File: src/shared/aptx_pkg.sv
package aptx_pkg;

    // instruction word and data widths
    localparam int INSN_W = 10;
    localparam int NIB_W = 4;
    localparam int BYTE_W = 8;
    localparam int RAM_AW = 9;

    // opcodes of the accumulator-to-peripheral transfer group
    localparam logic [9:0] OP_PORT_DRV3 = 10'h22b;
    localparam logic [9:0] OP_INT_CTRL1 = 10'h217;
    localparam logic [9:0] OP_INT_EN1 = 10'h03f;
    localparam logic [9:0] OP_INT_EN2 = 10'h03e;
    localparam logic [9:0] OP_WAKE0 = 10'h21b;
    localparam logic [9:0] OP_WAKE1 = 10'h214;
    localparam logic [9:0] OP_WAKE2 = 10'h215;
    localparam logic [9:0] OP_WAKE3 = 10'h22c;
    localparam logic [9:0] OP_LCD1 = 10'h20a;
    localparam logic [9:0] OP_LCD2 = 10'h20b;
    localparam logic [9:0] OP_LCD3 = 10'h20c;
    localparam logic [9:0] OP_LCD_TIMER = 10'h20d;
    localparam logic [9:0] OP_CLK_MAIN = 10'h216;
    localparam logic [9:0] OP_TMR_BIT = 10'h2aa;
    localparam logic [9:0] OP_PRESCALE = 10'h235;
    localparam logic [9:0] OP_PULLUP0 = 10'h22d;
    localparam logic [9:0] OP_PULLUP1 = 10'h22e;
    localparam logic [9:0] OP_PULLUP2 = 10'h22f;
    localparam logic [9:0] OP_PULLUP3 = 10'h208;
    localparam logic [9:0] OP_TMR1_RELOAD = 10'h23f;
    localparam logic [9:0] OP_CLK_AUX = 10'h209;
    localparam logic [9:0] OP_TMR_CTRL1 = 10'h20e;
    localparam logic [9:0] OP_TMR_CTRL2 = 10'h20f;
    // store-acc-to-ram: upper six bits fixed, low four are the immediate
    localparam logic [5:0] OP_STORE_HI = 6'h2b;

    // reset values
    localparam logic [3:0] RST_NIB = 4'h0;
    localparam logic [7:0] RST_BYTE = 8'h00;
    localparam logic [2:0] RST_AUX = 3'h0;

    // control register index in the 4-bit bank
    typedef enum logic [4:0] {
        APTX_R_PORT_DRV3 = 5'd0,
        APTX_R_INT_CTRL1 = 5'd1,
        APTX_R_INT_EN1 = 5'd2,
        APTX_R_INT_EN2 = 5'd3,
        APTX_R_WAKE0 = 5'd4,
        APTX_R_WAKE1 = 5'd5,
        APTX_R_WAKE2 = 5'd6,
        APTX_R_WAKE3 = 5'd7,
        APTX_R_LCD1 = 5'd8,
        APTX_R_LCD2 = 5'd9,
        APTX_R_LCD3 = 5'd10,
        APTX_R_CLK_MAIN = 5'd11,
        APTX_R_PULLUP0 = 5'd12,
        APTX_R_PULLUP1 = 5'd13,
        APTX_R_PULLUP2 = 5'd14,
        APTX_R_PULLUP3 = 5'd15,
        APTX_R_TMR_CTRL1 = 5'd16,
        APTX_R_TMR_CTRL2 = 5'd17
    } aptx_reg_t;
    localparam int NREG = 18;

    // apb map: nibble registers at 4*index; wide ones follow
    localparam logic [7:0] ADDR_LCD_TIMER = 8'h48;
    localparam logic [7:0] ADDR_LCD_RELOAD = 8'h4c;
    localparam logic [7:0] ADDR_PRESCALE = 8'h50;
    localparam logic [7:0] ADDR_PRE_RELOAD = 8'h54;
    localparam logic [7:0] ADDR_TMR1_RELOAD = 8'h58;
    localparam logic [7:0] ADDR_CLK_AUX = 8'h5c;
    localparam logic [7:0] ADDR_TMR_BIT = 8'h60;
    localparam logic [7:0] ADDR_X = 8'h64;
    localparam logic [7:0] ADDR_STATUS = 8'h68;

endpackage : aptx_pkg

File: src/verilog/aptx_decode.sv
`timescale 1ns/1ps
`default_nettype none

// pure opcode decoder, one-hot onto the register bank
module aptx_decode
(
    // instruction
    input wire logic [aptx_pkg::INSN_W-1:0] i_insn,
    input wire logic i_valid,
    // decoded strobes
    output logic [aptx_pkg::NREG-1:0] o_nib_wr,
    output logic o_lcd_timer_wr,
    output logic o_prescale_wr,
    output logic o_tmr1_reload_wr,
    output logic o_clk_aux_wr,
    output logic o_tmr_bit_wr,
    output logic o_store_wr,
    output logic o_hit
);
    import aptx_pkg::*;

    function automatic logic op_is(input logic [9:0] w, input logic [9:0] op);
        op_is = (w == op);
    endfunction : op_is

    wire logic [9:0] w = i_insn;
    wire logic [NREG-1:0] nib;

    assign nib[APTX_R_PORT_DRV3] = op_is(w, OP_PORT_DRV3);
    assign nib[APTX_R_INT_CTRL1] = op_is(w, OP_INT_CTRL1);
    assign nib[APTX_R_INT_EN1] = op_is(w, OP_INT_EN1);
    assign nib[APTX_R_INT_EN2] = op_is(w, OP_INT_EN2);
    assign nib[APTX_R_WAKE0] = op_is(w, OP_WAKE0);
    assign nib[APTX_R_WAKE1] = op_is(w, OP_WAKE1);
    assign nib[APTX_R_WAKE2] = op_is(w, OP_WAKE2);
    assign nib[APTX_R_WAKE3] = op_is(w, OP_WAKE3);
    assign nib[APTX_R_LCD1] = op_is(w, OP_LCD1);
    assign nib[APTX_R_LCD2] = op_is(w, OP_LCD2);
    assign nib[APTX_R_LCD3] = op_is(w, OP_LCD3);
    assign nib[APTX_R_CLK_MAIN] = op_is(w, OP_CLK_MAIN);
    assign nib[APTX_R_PULLUP0] = op_is(w, OP_PULLUP0);
    assign nib[APTX_R_PULLUP1] = op_is(w, OP_PULLUP1);
    assign nib[APTX_R_PULLUP2] = op_is(w, OP_PULLUP2);
    assign nib[APTX_R_PULLUP3] = op_is(w, OP_PULLUP3);
    assign nib[APTX_R_TMR_CTRL1] = op_is(w, OP_TMR_CTRL1);
    assign nib[APTX_R_TMR_CTRL2] = op_is(w, OP_TMR_CTRL2);

    assign o_nib_wr = i_valid ? nib : '0;
    assign o_lcd_timer_wr = i_valid & op_is(w, OP_LCD_TIMER);
    assign o_prescale_wr = i_valid & op_is(w, OP_PRESCALE);
    assign o_tmr1_reload_wr = i_valid & op_is(w, OP_TMR1_RELOAD);
    assign o_clk_aux_wr = i_valid & op_is(w, OP_CLK_AUX);
    assign o_tmr_bit_wr = i_valid & op_is(w, OP_TMR_BIT);
    assign o_store_wr = i_valid & (w[9:4] == OP_STORE_HI);
    assign o_hit = (|o_nib_wr) | o_lcd_timer_wr | o_prescale_wr | o_tmr1_reload_wr
        | o_clk_aux_wr | o_tmr_bit_wr | o_store_wr;

endmodule : aptx_decode

`default_nettype wire

File: src/verilog/aptx_apb.sv
`timescale 1ns/1ps
`default_nettype none

// apb slave: zero wait state, read mux supplied by the parent
module aptx_apb
(
    // clock and reset
    input wire logic i_clock,
    input wire logic i_resetn,
    // apb
    input wire logic i_psel,
    input wire logic i_penable,
    input wire logic i_pwrite,
    input wire logic [7:0] i_paddr,
    input wire logic [31:0] i_pwdata,
    output logic o_pready,
    output logic o_pslverr,
    output logic [31:0] o_prdata,
    // register side
    input wire logic [31:0] i_rd_data,
    input wire logic i_rd_ok,
    output logic o_wr_en,
    output logic [7:0] o_wr_addr,
    output logic [31:0] o_wr_data
);
    // answer registered from the setup cycle: it stands for the first access
    // cycle with no wait state, and a read sees state as it was at setup
    wire logic setup = i_psel & ~i_penable;
    wire logic access = i_psel & i_penable;
    logic ready_reg;
    logic err_reg;
    logic [31:0] rdata_reg;

    always_ff @(posedge i_clock or negedge i_resetn)
    begin
        if (!i_resetn)
        begin
            ready_reg <= 1'b0;
            err_reg <= 1'b0;
            rdata_reg <= 32'h0000_0000;
        end
        else
        begin
            ready_reg <= setup;
            err_reg <= setup & ~i_rd_ok;
            rdata_reg <= (setup & ~i_pwrite & i_rd_ok) ? i_rd_data : 32'h0000_0000;
        end
    end

    assign o_pready = ready_reg;
    assign o_pslverr = err_reg;
    assign o_prdata = rdata_reg;
    assign o_wr_en = access & ready_reg & i_pwrite & i_rd_ok;
    assign o_wr_addr = i_paddr;
    assign o_wr_data = i_pwdata;

endmodule : aptx_apb

`default_nettype wire

File: src/verilog/aptx_xfer.sv
// Chosen here: the placing of the registers and the APB slave port.
`timescale 1ns/1ps
`default_nettype none

////////////////////////////////////////////////////////////////////////////////
module aptx_xfer
(
    // clock and reset
    input wire logic i_clock,
    input wire logic i_resetn,
    // core instruction stream
    input wire logic i_insn_valid,
    input wire logic [aptx_pkg::INSN_W-1:0] i_insn,
    input wire logic [aptx_pkg::NIB_W-1:0] i_acc,
    input wire logic [aptx_pkg::NIB_W-1:0] i_b,
    input wire logic [aptx_pkg::RAM_AW-1:0] i_data_pointer,
    input wire logic i_carry,
    // apb
    input wire logic i_psel,
    input wire logic i_penable,
    input wire logic i_pwrite,
    input wire logic [7:0] i_paddr,
    input wire logic [31:0] i_pwdata,
    output logic o_pready,
    output logic o_pslverr,
    output logic [31:0] o_prdata,
    // ram write port
    output logic o_ram_we,
    output logic [aptx_pkg::RAM_AW-1:0] o_ram_addr,
    output logic [aptx_pkg::NIB_W-1:0] o_ram_wdata,
    // core side effects
    output logic [aptx_pkg::NIB_W-1:0] o_x,
    output logic o_carry,
    output logic o_skip,
    output logic o_done,
    // control register contents
    output logic [aptx_pkg::NREG*aptx_pkg::NIB_W-1:0] o_ctrl,
    output logic [aptx_pkg::BYTE_W-1:0] o_lcd_clock_timer,
    output logic [aptx_pkg::BYTE_W-1:0] o_lcd_timer_reload,
    output logic [aptx_pkg::BYTE_W-1:0] o_prescaler_counter,
    output logic [aptx_pkg::BYTE_W-1:0] o_prescaler_reload,
    output logic [aptx_pkg::BYTE_W-1:0] o_timer_one_reload,
    output logic [2:0] o_clock_ctrl_aux,
    output logic o_timer_ctrl_bit
);
    import aptx_pkg::*;

    ////////////////////////////////////////////////////////////////////////////
    // decode and bus

    logic [NREG-1:0] nib_wr;
    logic lcd_timer_wr;
    logic prescale_wr;
    logic tmr1_wr;
    logic aux_wr;
    logic tbit_wr;
    logic store_wr;
    logic hit;

    aptx_decode u_decode (
        .i_insn(i_insn),
        .i_valid(i_insn_valid),
        .o_nib_wr(nib_wr),
        .o_lcd_timer_wr(lcd_timer_wr),
        .o_prescale_wr(prescale_wr),
        .o_tmr1_reload_wr(tmr1_wr),
        .o_clk_aux_wr(aux_wr),
        .o_tmr_bit_wr(tbit_wr),
        .o_store_wr(store_wr),
        .o_hit(hit)
    );

    logic [31:0] rd_data;
    logic rd_ok;
    logic bus_wr;
    logic [7:0] bus_addr;
    logic [31:0] bus_wdata;
    logic pready_w;
    logic pslverr_w;
    logic [31:0] prdata_w;

    aptx_apb u_apb (
        .i_clock(i_clock),
        .i_resetn(i_resetn),
        .i_psel(i_psel),
        .i_penable(i_penable),
        .i_pwrite(i_pwrite),
        .i_paddr(i_paddr),
        .i_pwdata(i_pwdata),
        .o_pready(pready_w),
        .o_pslverr(pslverr_w),
        .o_prdata(prdata_w),
        .i_rd_data(rd_data),
        .i_rd_ok(rd_ok),
        .o_wr_en(bus_wr),
        .o_wr_addr(bus_addr),
        .o_wr_data(bus_wdata)
    );

    // bus reads see state; bus writes only to x (debug preset of the pointer)
    assign o_pready = pready_w;
    assign o_pslverr = pslverr_w;
    assign o_prdata = prdata_w;

    ////////////////////////////////////////////////////////////////////////////
    // state

    logic [NIB_W-1:0] ctrl_reg [NREG];
    logic [BYTE_W-1:0] lcd_timer_reg;
    logic [BYTE_W-1:0] lcd_reload_reg;
    logic [BYTE_W-1:0] pre_cnt_reg;
    logic [BYTE_W-1:0] pre_reload_reg;
    logic [BYTE_W-1:0] tmr1_reload_reg;
    logic [2:0] aux_reg;
    logic tbit_reg;
    logic [NIB_W-1:0] x_reg;
    logic ram_we_reg;
    logic [RAM_AW-1:0] ram_addr_reg;
    logic [NIB_W-1:0] ram_wdata_reg;
    logic done_reg;
    logic carry_reg;
    logic skip_reg;

    ////////////////////////////////////////////////////////////////////////////
    // helpers

    // bus words carry register contents in their low bits
    function automatic logic [31:0] word_of8(input logic [BYTE_W-1:0] v);
        word_of8 = {24'h00_0000, v};
    endfunction : word_of8

    function automatic logic [31:0] word_of4(input logic [NIB_W-1:0] v);
        word_of4 = {28'h000_0000, v};
    endfunction : word_of4

    // b above a, the pairing of the prescaler and timer-one reload loads
    function automatic logic [BYTE_W-1:0] pair_of(input logic [NIB_W-1:0] hi,
        input logic [NIB_W-1:0] lo);
        pair_of = {hi, lo};
    endfunction : pair_of

    // acc alone into an 8-bit register, upper half cleared
    function automatic logic [BYTE_W-1:0] widen_nib(input logic [NIB_W-1:0] v);
        widen_nib = {4'h0, v};
    endfunction : widen_nib

    ////////////////////////////////////////////////////////////////////////////
    // write path

    wire logic [BYTE_W-1:0] pair_ba = pair_of(i_b, i_acc);
    wire logic [NIB_W-1:0] imm_j = i_insn[3:0];
    // bus preset of x is a debug aid only; a same-cycle store owns x
    wire logic bus_x_wr = bus_wr & (bus_addr == ADDR_X);
    wire logic [NIB_W-1:0] x_next = store_wr ? (x_reg ^ imm_j)
        : bus_x_wr ? bus_wdata[3:0] : x_reg;

    genvar g;
    generate
        for (g = 0; g < NREG; g++)
        begin : g_nib
            always_ff @(posedge i_clock or negedge i_resetn)
            begin
                if (!i_resetn)
                    ctrl_reg[g] <= RST_NIB;
                else if (nib_wr[g])
                    ctrl_reg[g] <= i_acc;
            end
            assign o_ctrl[g*NIB_W +: NIB_W] = ctrl_reg[g];
        end
    endgenerate

    always_ff @(posedge i_clock or negedge i_resetn)
    begin
        if (!i_resetn)
        begin
            lcd_timer_reg <= RST_BYTE;
            lcd_reload_reg <= RST_BYTE;
        end
        else if (lcd_timer_wr)
        begin
            // 4-bit acc zero-extended into both 8-bit registers
            lcd_timer_reg <= widen_nib(i_acc);
            lcd_reload_reg <= widen_nib(i_acc);
        end
    end

    always_ff @(posedge i_clock or negedge i_resetn)
    begin
        if (!i_resetn)
        begin
            pre_cnt_reg <= RST_BYTE;
            pre_reload_reg <= RST_BYTE;
        end
        else if (prescale_wr)
        begin
            pre_cnt_reg <= pair_ba;
            pre_reload_reg <= pair_ba;
        end
    end

    always_ff @(posedge i_clock or negedge i_resetn)
    begin
        if (!i_resetn)
            tmr1_reload_reg <= RST_BYTE;
        else if (tmr1_wr)
            tmr1_reload_reg <= pair_ba;
    end

    always_ff @(posedge i_clock or negedge i_resetn)
    begin
        if (!i_resetn)
            aux_reg <= RST_AUX;
        else if (aux_wr)
            aux_reg <= i_acc[2:0];
    end

    always_ff @(posedge i_clock or negedge i_resetn)
    begin
        if (!i_resetn)
            tbit_reg <= 1'b0;
        else if (tbit_wr)
            tbit_reg <= i_acc[0];
    end

    // ram store: one-cycle write strobe registered with address and data
    always_ff @(posedge i_clock or negedge i_resetn)
    begin
        if (!i_resetn)
        begin
            ram_we_reg <= 1'b0;
            ram_addr_reg <= '0;
            ram_wdata_reg <= RST_NIB;
        end
        else
        begin
            ram_we_reg <= store_wr;
            ram_addr_reg <= i_data_pointer;
            ram_wdata_reg <= i_acc;
        end
    end

    // x is xored with the store immediate, else takes a bus preset
    always_ff @(posedge i_clock or negedge i_resetn)
    begin
        if (!i_resetn)
            x_reg <= RST_NIB;
        else
            x_reg <= x_next;
    end

    // completion pulse, one cycle per group instruction
    always_ff @(posedge i_clock or negedge i_resetn)
    begin
        if (!i_resetn)
            done_reg <= 1'b0;
        else
            done_reg <= hit;
    end

    // carry passes through untouched
    always_ff @(posedge i_clock or negedge i_resetn)
    begin
        if (!i_resetn)
            carry_reg <= 1'b0;
        else
            carry_reg <= i_carry;
    end

    // no transfer skips; a flop so that the pin stays registered
    always_ff @(posedge i_clock or negedge i_resetn)
    begin
        if (!i_resetn)
            skip_reg <= 1'b0;
        else
            skip_reg <= 1'b0;
    end

    ////////////////////////////////////////////////////////////////////////////
    // read mux

    wire logic [7:0] addr = i_paddr;
    wire logic nib_sel = (addr[1:0] == 2'b00) && (addr[7:2] < 6'(NREG));
    wire logic [4:0] nib_idx = addr[6:2];
    wire logic [NIB_W-1:0] nib_val = ctrl_reg[nib_sel ? nib_idx : 5'd0];

    // one select per wide place; an address outside the map answers with an error
    wire logic sel_lcd_timer = (addr == ADDR_LCD_TIMER);
    wire logic sel_lcd_reload = (addr == ADDR_LCD_RELOAD);
    wire logic sel_prescale = (addr == ADDR_PRESCALE);
    wire logic sel_pre_reload = (addr == ADDR_PRE_RELOAD);
    wire logic sel_tmr1_reload = (addr == ADDR_TMR1_RELOAD);
    wire logic sel_clk_aux = (addr == ADDR_CLK_AUX);
    wire logic sel_tmr_bit = (addr == ADDR_TMR_BIT);
    wire logic sel_x = (addr == ADDR_X);
    wire logic sel_status = (addr == ADDR_STATUS);

    assign rd_ok = nib_sel | sel_lcd_timer | sel_lcd_reload | sel_prescale | sel_pre_reload
        | sel_tmr1_reload | sel_clk_aux | sel_tmr_bit | sel_x | sel_status;
    assign rd_data = ({32{nib_sel}} & word_of4(nib_val))
        | ({32{sel_lcd_timer}} & word_of8(lcd_timer_reg))
        | ({32{sel_lcd_reload}} & word_of8(lcd_reload_reg))
        | ({32{sel_prescale}} & word_of8(pre_cnt_reg))
        | ({32{sel_pre_reload}} & word_of8(pre_reload_reg))
        | ({32{sel_tmr1_reload}} & word_of8(tmr1_reload_reg))
        | ({32{sel_clk_aux}} & word_of4({1'b0, aux_reg}))
        | ({32{sel_tmr_bit}} & word_of4({3'h0, tbit_reg}))
        | ({32{sel_x}} & word_of4(x_reg))
        | ({32{sel_status}} & word_of4({3'h0, done_reg}));

    ////////////////////////////////////////////////////////////////////////////
    // outputs

    assign o_ram_we = ram_we_reg;
    assign o_ram_addr = ram_addr_reg;
    assign o_ram_wdata = ram_wdata_reg;
    assign o_x = x_reg;
    assign o_carry = carry_reg;
    assign o_skip = skip_reg;
    assign o_done = done_reg;
    assign o_lcd_clock_timer = lcd_timer_reg;
    assign o_lcd_timer_reload = lcd_reload_reg;
    assign o_prescaler_counter = pre_cnt_reg;
    assign o_prescaler_reload = pre_reload_reg;
    assign o_timer_one_reload = tmr1_reload_reg;
    assign o_clock_ctrl_aux = aux_reg;
    assign o_timer_ctrl_bit = tbit_reg;

endmodule : aptx_xfer

`default_nettype wire

File: config.mk
export PLATFORM = sky130hd
export DESIGN_NAME = aptx_xfer
export DESIGN_NICKNAME = d
export VERILOG_FILES = /design/src/shared/aptx_pkg.sv /design/src/verilog/aptx_decode.sv /design/src/verilog/aptx_apb.sv /design/src/verilog/aptx_xfer.sv
export SDC_FILE = /design/constraint.sdc
export NUM_CORES = 1
export LEC_CHECK = 0
export BUFFER_PORTS_ARGS = -buffer_cell sky130_fd_sc_hd__buf_2
export CAP_MARGIN = 15
export CORE_ASPECT_RATIO = 1.1
export CORE_MARGIN = 2
export CORE_UTILIZATION = 49
export DETAILED_ROUTE_END_ITERATION = 12
export PLACE_DENSITY = 0.81
export SYNTH_ARGS = -nofsm -noshare
export SYNTH_HDL_FRONTEND = slang
export SYNTH_SLANG_ARGS = --single-unit
export TNS_END_PERCENT = 10
File: constraint.sdc
create_clock -name i_clock -period 1.74 [get_ports i_clock]
set_input_delay 0.174 -clock i_clock [delete_from_list [all_inputs] [get_ports i_clock]]
set_output_delay 0.174 -clock i_clock [all_outputs]
set_load 0.01 [all_outputs]
==> tab_implementation.tex <==
\begin{tabular}{lr}
\hline
Metric & Value \\
\hline
\multicolumn{2}{l}{\textbf{CTS}} \\
H-tree level count & 4 \\
Clk slew on worst S/H paths & 60 ps \\
Clock buffer count from CTS & 17 \\
\# resized after CTS & 0 \\
Source-to-sink clock delay at the later pin of the worst-skew pair & 420 ps \\
Clock sinks & 126 \\
Maximum root-to-sink buffer count & 2 \\
Clk root buf & sky130\_fd\_sc\_hd\_\_clkbuf\_16 \\
CTS tree & done \\
\multicolumn{2}{l}{\textbf{Global routing}} \\
Number of global-route vias before repair & 5126 \\
Total track usage & 27.4\% \\
First-pass GRT wire length & 28.3 mm \\
Pin count of the biggest net entering global routing & 44 \\
Number of antenna violations at the first check in global routing & 0 \\
Overflow left after global routing & 0 \\
\multicolumn{2}{l}{\textbf{Pwr}} \\
Worst IR drop on VDD & 661 uV \\
Switch share & 25.2\% \\
Logic gate share of total power & 9.0\% \\
Sequential Power Share & 43.6\% \\
Proportion of power drawn by the clock network & 47.3\% \\
Internal portion of total power & 5.26 mW \\
Sum of internal, switching and leakage power & 7.03 mW \\
Leakage power figure & 4.36 nW \\
Net switching power & 1.77 mW \\
Power Density & 866 nW/um\^{}2 \\
\multicolumn{2}{l}{\textbf{Cells and area}} \\
Leading cell type in the layout, fill and taps excluded & sky130\_fd\_sc\_hd\_\_buf\_2 \\
Antenna diode count & 0 \\
Leading cell types in the layout, fill and taps excluded & sky130\_fd\_sc\_hd\_\_buf\_2 (182), sky130\_fd\_sc\_hd\_\_dfrtp\_1 (126), sky130\_fd\_sc\_hd\_\_mux2\_2 (103) \\
Ratio of cells with drive above 1 in the final layout & 49.9\% \\
Share of the core filled with cells & 65.0\% \\
Relative area change from synthesis to final layout & 31.2\% \\
Post-layout net count & 822 \\
\multicolumn{2}{l}{\textbf{Worst setup path}} \\
Worst reg-to-reg setup slack & 200 ps \\
Critical Path End Type & flop \\
Bufs and invs on worst path & 0 \\
Path length in cells of the critical path & 5 \\
Startpoint of the worst setup timing path & o\_clock\_ctrl\_aux[1] \\
CP Class & flop to flop \\
Capture point of the worst path & u\_apb.o\_prdata[1] \\
CP max stage delay & 380 ps \\
Length in cells of the worst reg-to-reg path & 5 \\
Family with the most delay on the worst path & compound AO/OA/AOI/OAI gates \\
Slowest cell on crit path & sky130\_fd\_sc\_hd\_\_dfrtp\_1 \\
Crit path DAT & 1820 ps \\
Worst reg2reg path endpoint & u\_apb.o\_prdata[1] \\
Beginning of the worst register-to-register path & o\_clock\_ctrl\_aux[1] \\
Critical path required time & 2020 ps \\
Startpoint type of the worst setup path & flop \\
Cell breakdown of the critical path & mux2\_2, a221oi\_1, o2bb2ai\_1, o21ai\_0, a41oi\_1 \\
Maximum fanout encountered on the critical timing path & 3 \\
\multicolumn{2}{l}{\textbf{Hold path}} \\
Startpoint of the worst hold path & i\_b[1] \\
Type of the tightest min-delay check & primary input to flop \\
\multicolumn{2}{l}{\textbf{Placed design}} \\
Buffers on Ports & 183 \\
Placer Congestion & 1.03 \\
Hpwl dp & 13.7 mm \\
\multicolumn{2}{l}{\textbf{Logic synthesis}} \\
Share of the yosys chip area belonging to registers & 51.0\% \\
Most used DFF post-synth & sky130\_fd\_sc\_hd\_\_dfrtp\_1 \\
Number of synthesized register bits & 126 \\
Number of warnings issued by yosys & 0 \\
Post-Syn Area & 6180 um\^{}2 \\
Async set-or-reset flop fraction in the synthesized netlist & 100\% \\
Number of enable flip-flop cells after synthesis & 0 \\
Synthesized area divided by synthesized cell count & 11.9 um\^{}2 \\
Post-synth cell types & 54 \\
Post-Syn Instances & 520 \\
\multicolumn{2}{l}{\textbf{Outcome}} \\
Result of the run & completed \\
\multicolumn{2}{l}{\textbf{Floorplan}} \\
Top-Level Pins & 245 \\
Overall die area & 13500 um\^{}2 \\
Height of the chip & 122 um \\
Core Box Area & 12500 um\^{}2 \\
Initial cell density of the core & 49.5\% \\
Site row count & 43 \\
Horizontal extent of the die & 111 um \\
\multicolumn{2}{l}{\textbf{Timing}} \\
Number of max-slew violations in the final report & 0 \\
Post-Route Skew & 5.25 ps \\
Crit path time final & 1540 ps \\
Remaining max-slew budget at the tightest pin & 66.3\% \\
Final period util & 88.6\% \\
Total of endpoints with negative setup slack in the final report & 0 \\
Setup TNS & 0 ps \\
Slew @ Worst Pin & 501 ps \\
Max Clock Freq & 648 MHz \\
Unrepaired setup endpoints after global routing & no \\
Final-report hold violation count & 0 \\
\multicolumn{2}{l}{\textbf{Drt}} \\
WL per Instance & 20.1 um \\
Number of violations reported at the end of detailed-routing iteration 0 & 495 \\
Iteration count of the initial detailed-routing pass & 5 \\
DRC Markers & 0 \\
ANT nets after route & 0 \\
Vias after detailed routing & 5197 \\
WL final & 18.4 mm \\
Post-detailed-route via-to-cell ratio & 5.66 \\
\multicolumn{2}{l}{\textbf{Run}} \\
Max-capacitance violation count & 0 \\
\hline
\end{tabular}
[Yosys cell counts, drive strengths merged (5+ instances only)]
master	count	area (um^2)
dfrtp	126	3150
and2	6	37.5
buf	53	387
a211oi	9	67.6
clkbuf	19	71.3
nand2b	10	62.6
mux2i	16	160
nand3b	5	37.5
nand4	7	43.8
nor2	31	116
nor2b	10	62.6
o21ai	8	40.0
a21oi	24	120
mux2	103	1160
nor4	5	46.3
o221ai	12	105
nand3	8	40.0
nand2	15	56.3
[power by group through the flow]
stage / registers [mW] / clock network, mW / logic [mW]
after global routing: 3.07 / 3.52 / 0.690
after floorplan: 3.14 / 0 / 0.301
after global placement: 3.11 / 0 / 0.590
after detailed placement: 3.11 / 0 / 0.606
after CTS: 3.06 / 3.34 / 0.631
final: 3.06 / 3.33 / 0.635
[cells by family (layout without fill, tap and decap cells)]
| kind of cell | Yosys count | count (layout) | share of synthesized area [%] |
|---|---|---|---|
| AOI/OAI and AO/OA | 80 | 80 | 9.00 |
| other | 1 | 33 | 0.0606 |
| buffers and inverters | 74 | 283 | 7.53 |
| and+or+nand+nor | 120 | 120 | 11.1 |
| muxes | 119 | 119 | 21.3 |
| DFF | 126 | 126 | 51.0 |
[stage by stage]
step                      cell area (um^2)  instances  worst slack (ps)  hold slack, ps
after floorplan                       6300        552              3.63            -122
after global placement                7430        874             -97.7             153
after detailed placement              7430        874              -157             160
after CTS                             8110        918               220            4.67
after global routing                  8110        918               144           0.848
final                                 8110        918               198            9.95
[registers in the layout, indices dropped and copies added (netlist names)]
name                flops
u_apb.o_pslverr         1
o_clock_ctrl_aux        3
o_timer_one_reload      8
o_ram_addr              9
o_ram_we                1
o_x                     4
o_carry                 1
u_apb.o_prdata          8
o_ram_wdata             4
o_done                  1
o_lcd_timer_reload      4
o_prescaler_reload      8
o_ctrl                 72
o_timer_ctrl_bit        1
u_apb.o_pready          1
[worst min path at each step]
stage	to	slack [ps]	cells past startpoint
after detailed placement	o_timer_one_reload[6]	160	1
after floorplan	o_carry	-120	0
after CTS	o_prescaler_reload[5]	5	2
final	o_prescaler_reload[5]	10	2
after global placement	o_timer_one_reload[6]	150	1
after global routing	o_timer_one_reload[5]	0.8	2
[repair_timing]
action | in CTS | in global routing
buffers inserted | 0 | 0
hold buffers | 12 | 0
hold endpoints to repair | 43 | 0
[final cells by class]
| class | instances | area, um^2 |
|---|---|---|
| clock buffers | 19 | 443 |
| clock inverters | 13 | 116 |
| fillers | 959 | 4370 |
| inverters | 2 | 7.51 |
| multi-input cells | 352 | 2690 |
| flip-flops and latches | 126 | 3150 |
| well taps | 157 | 196 |
| repair buffers | 249 | 1510 |
[layer usage]
layer  wire, um  GRT usage, %
met1       7130          33.1
met2       9140          47.5
met5          0             0
met4        543          9.80
met3       1610          7.51
(Power assumes the default switching activity.)
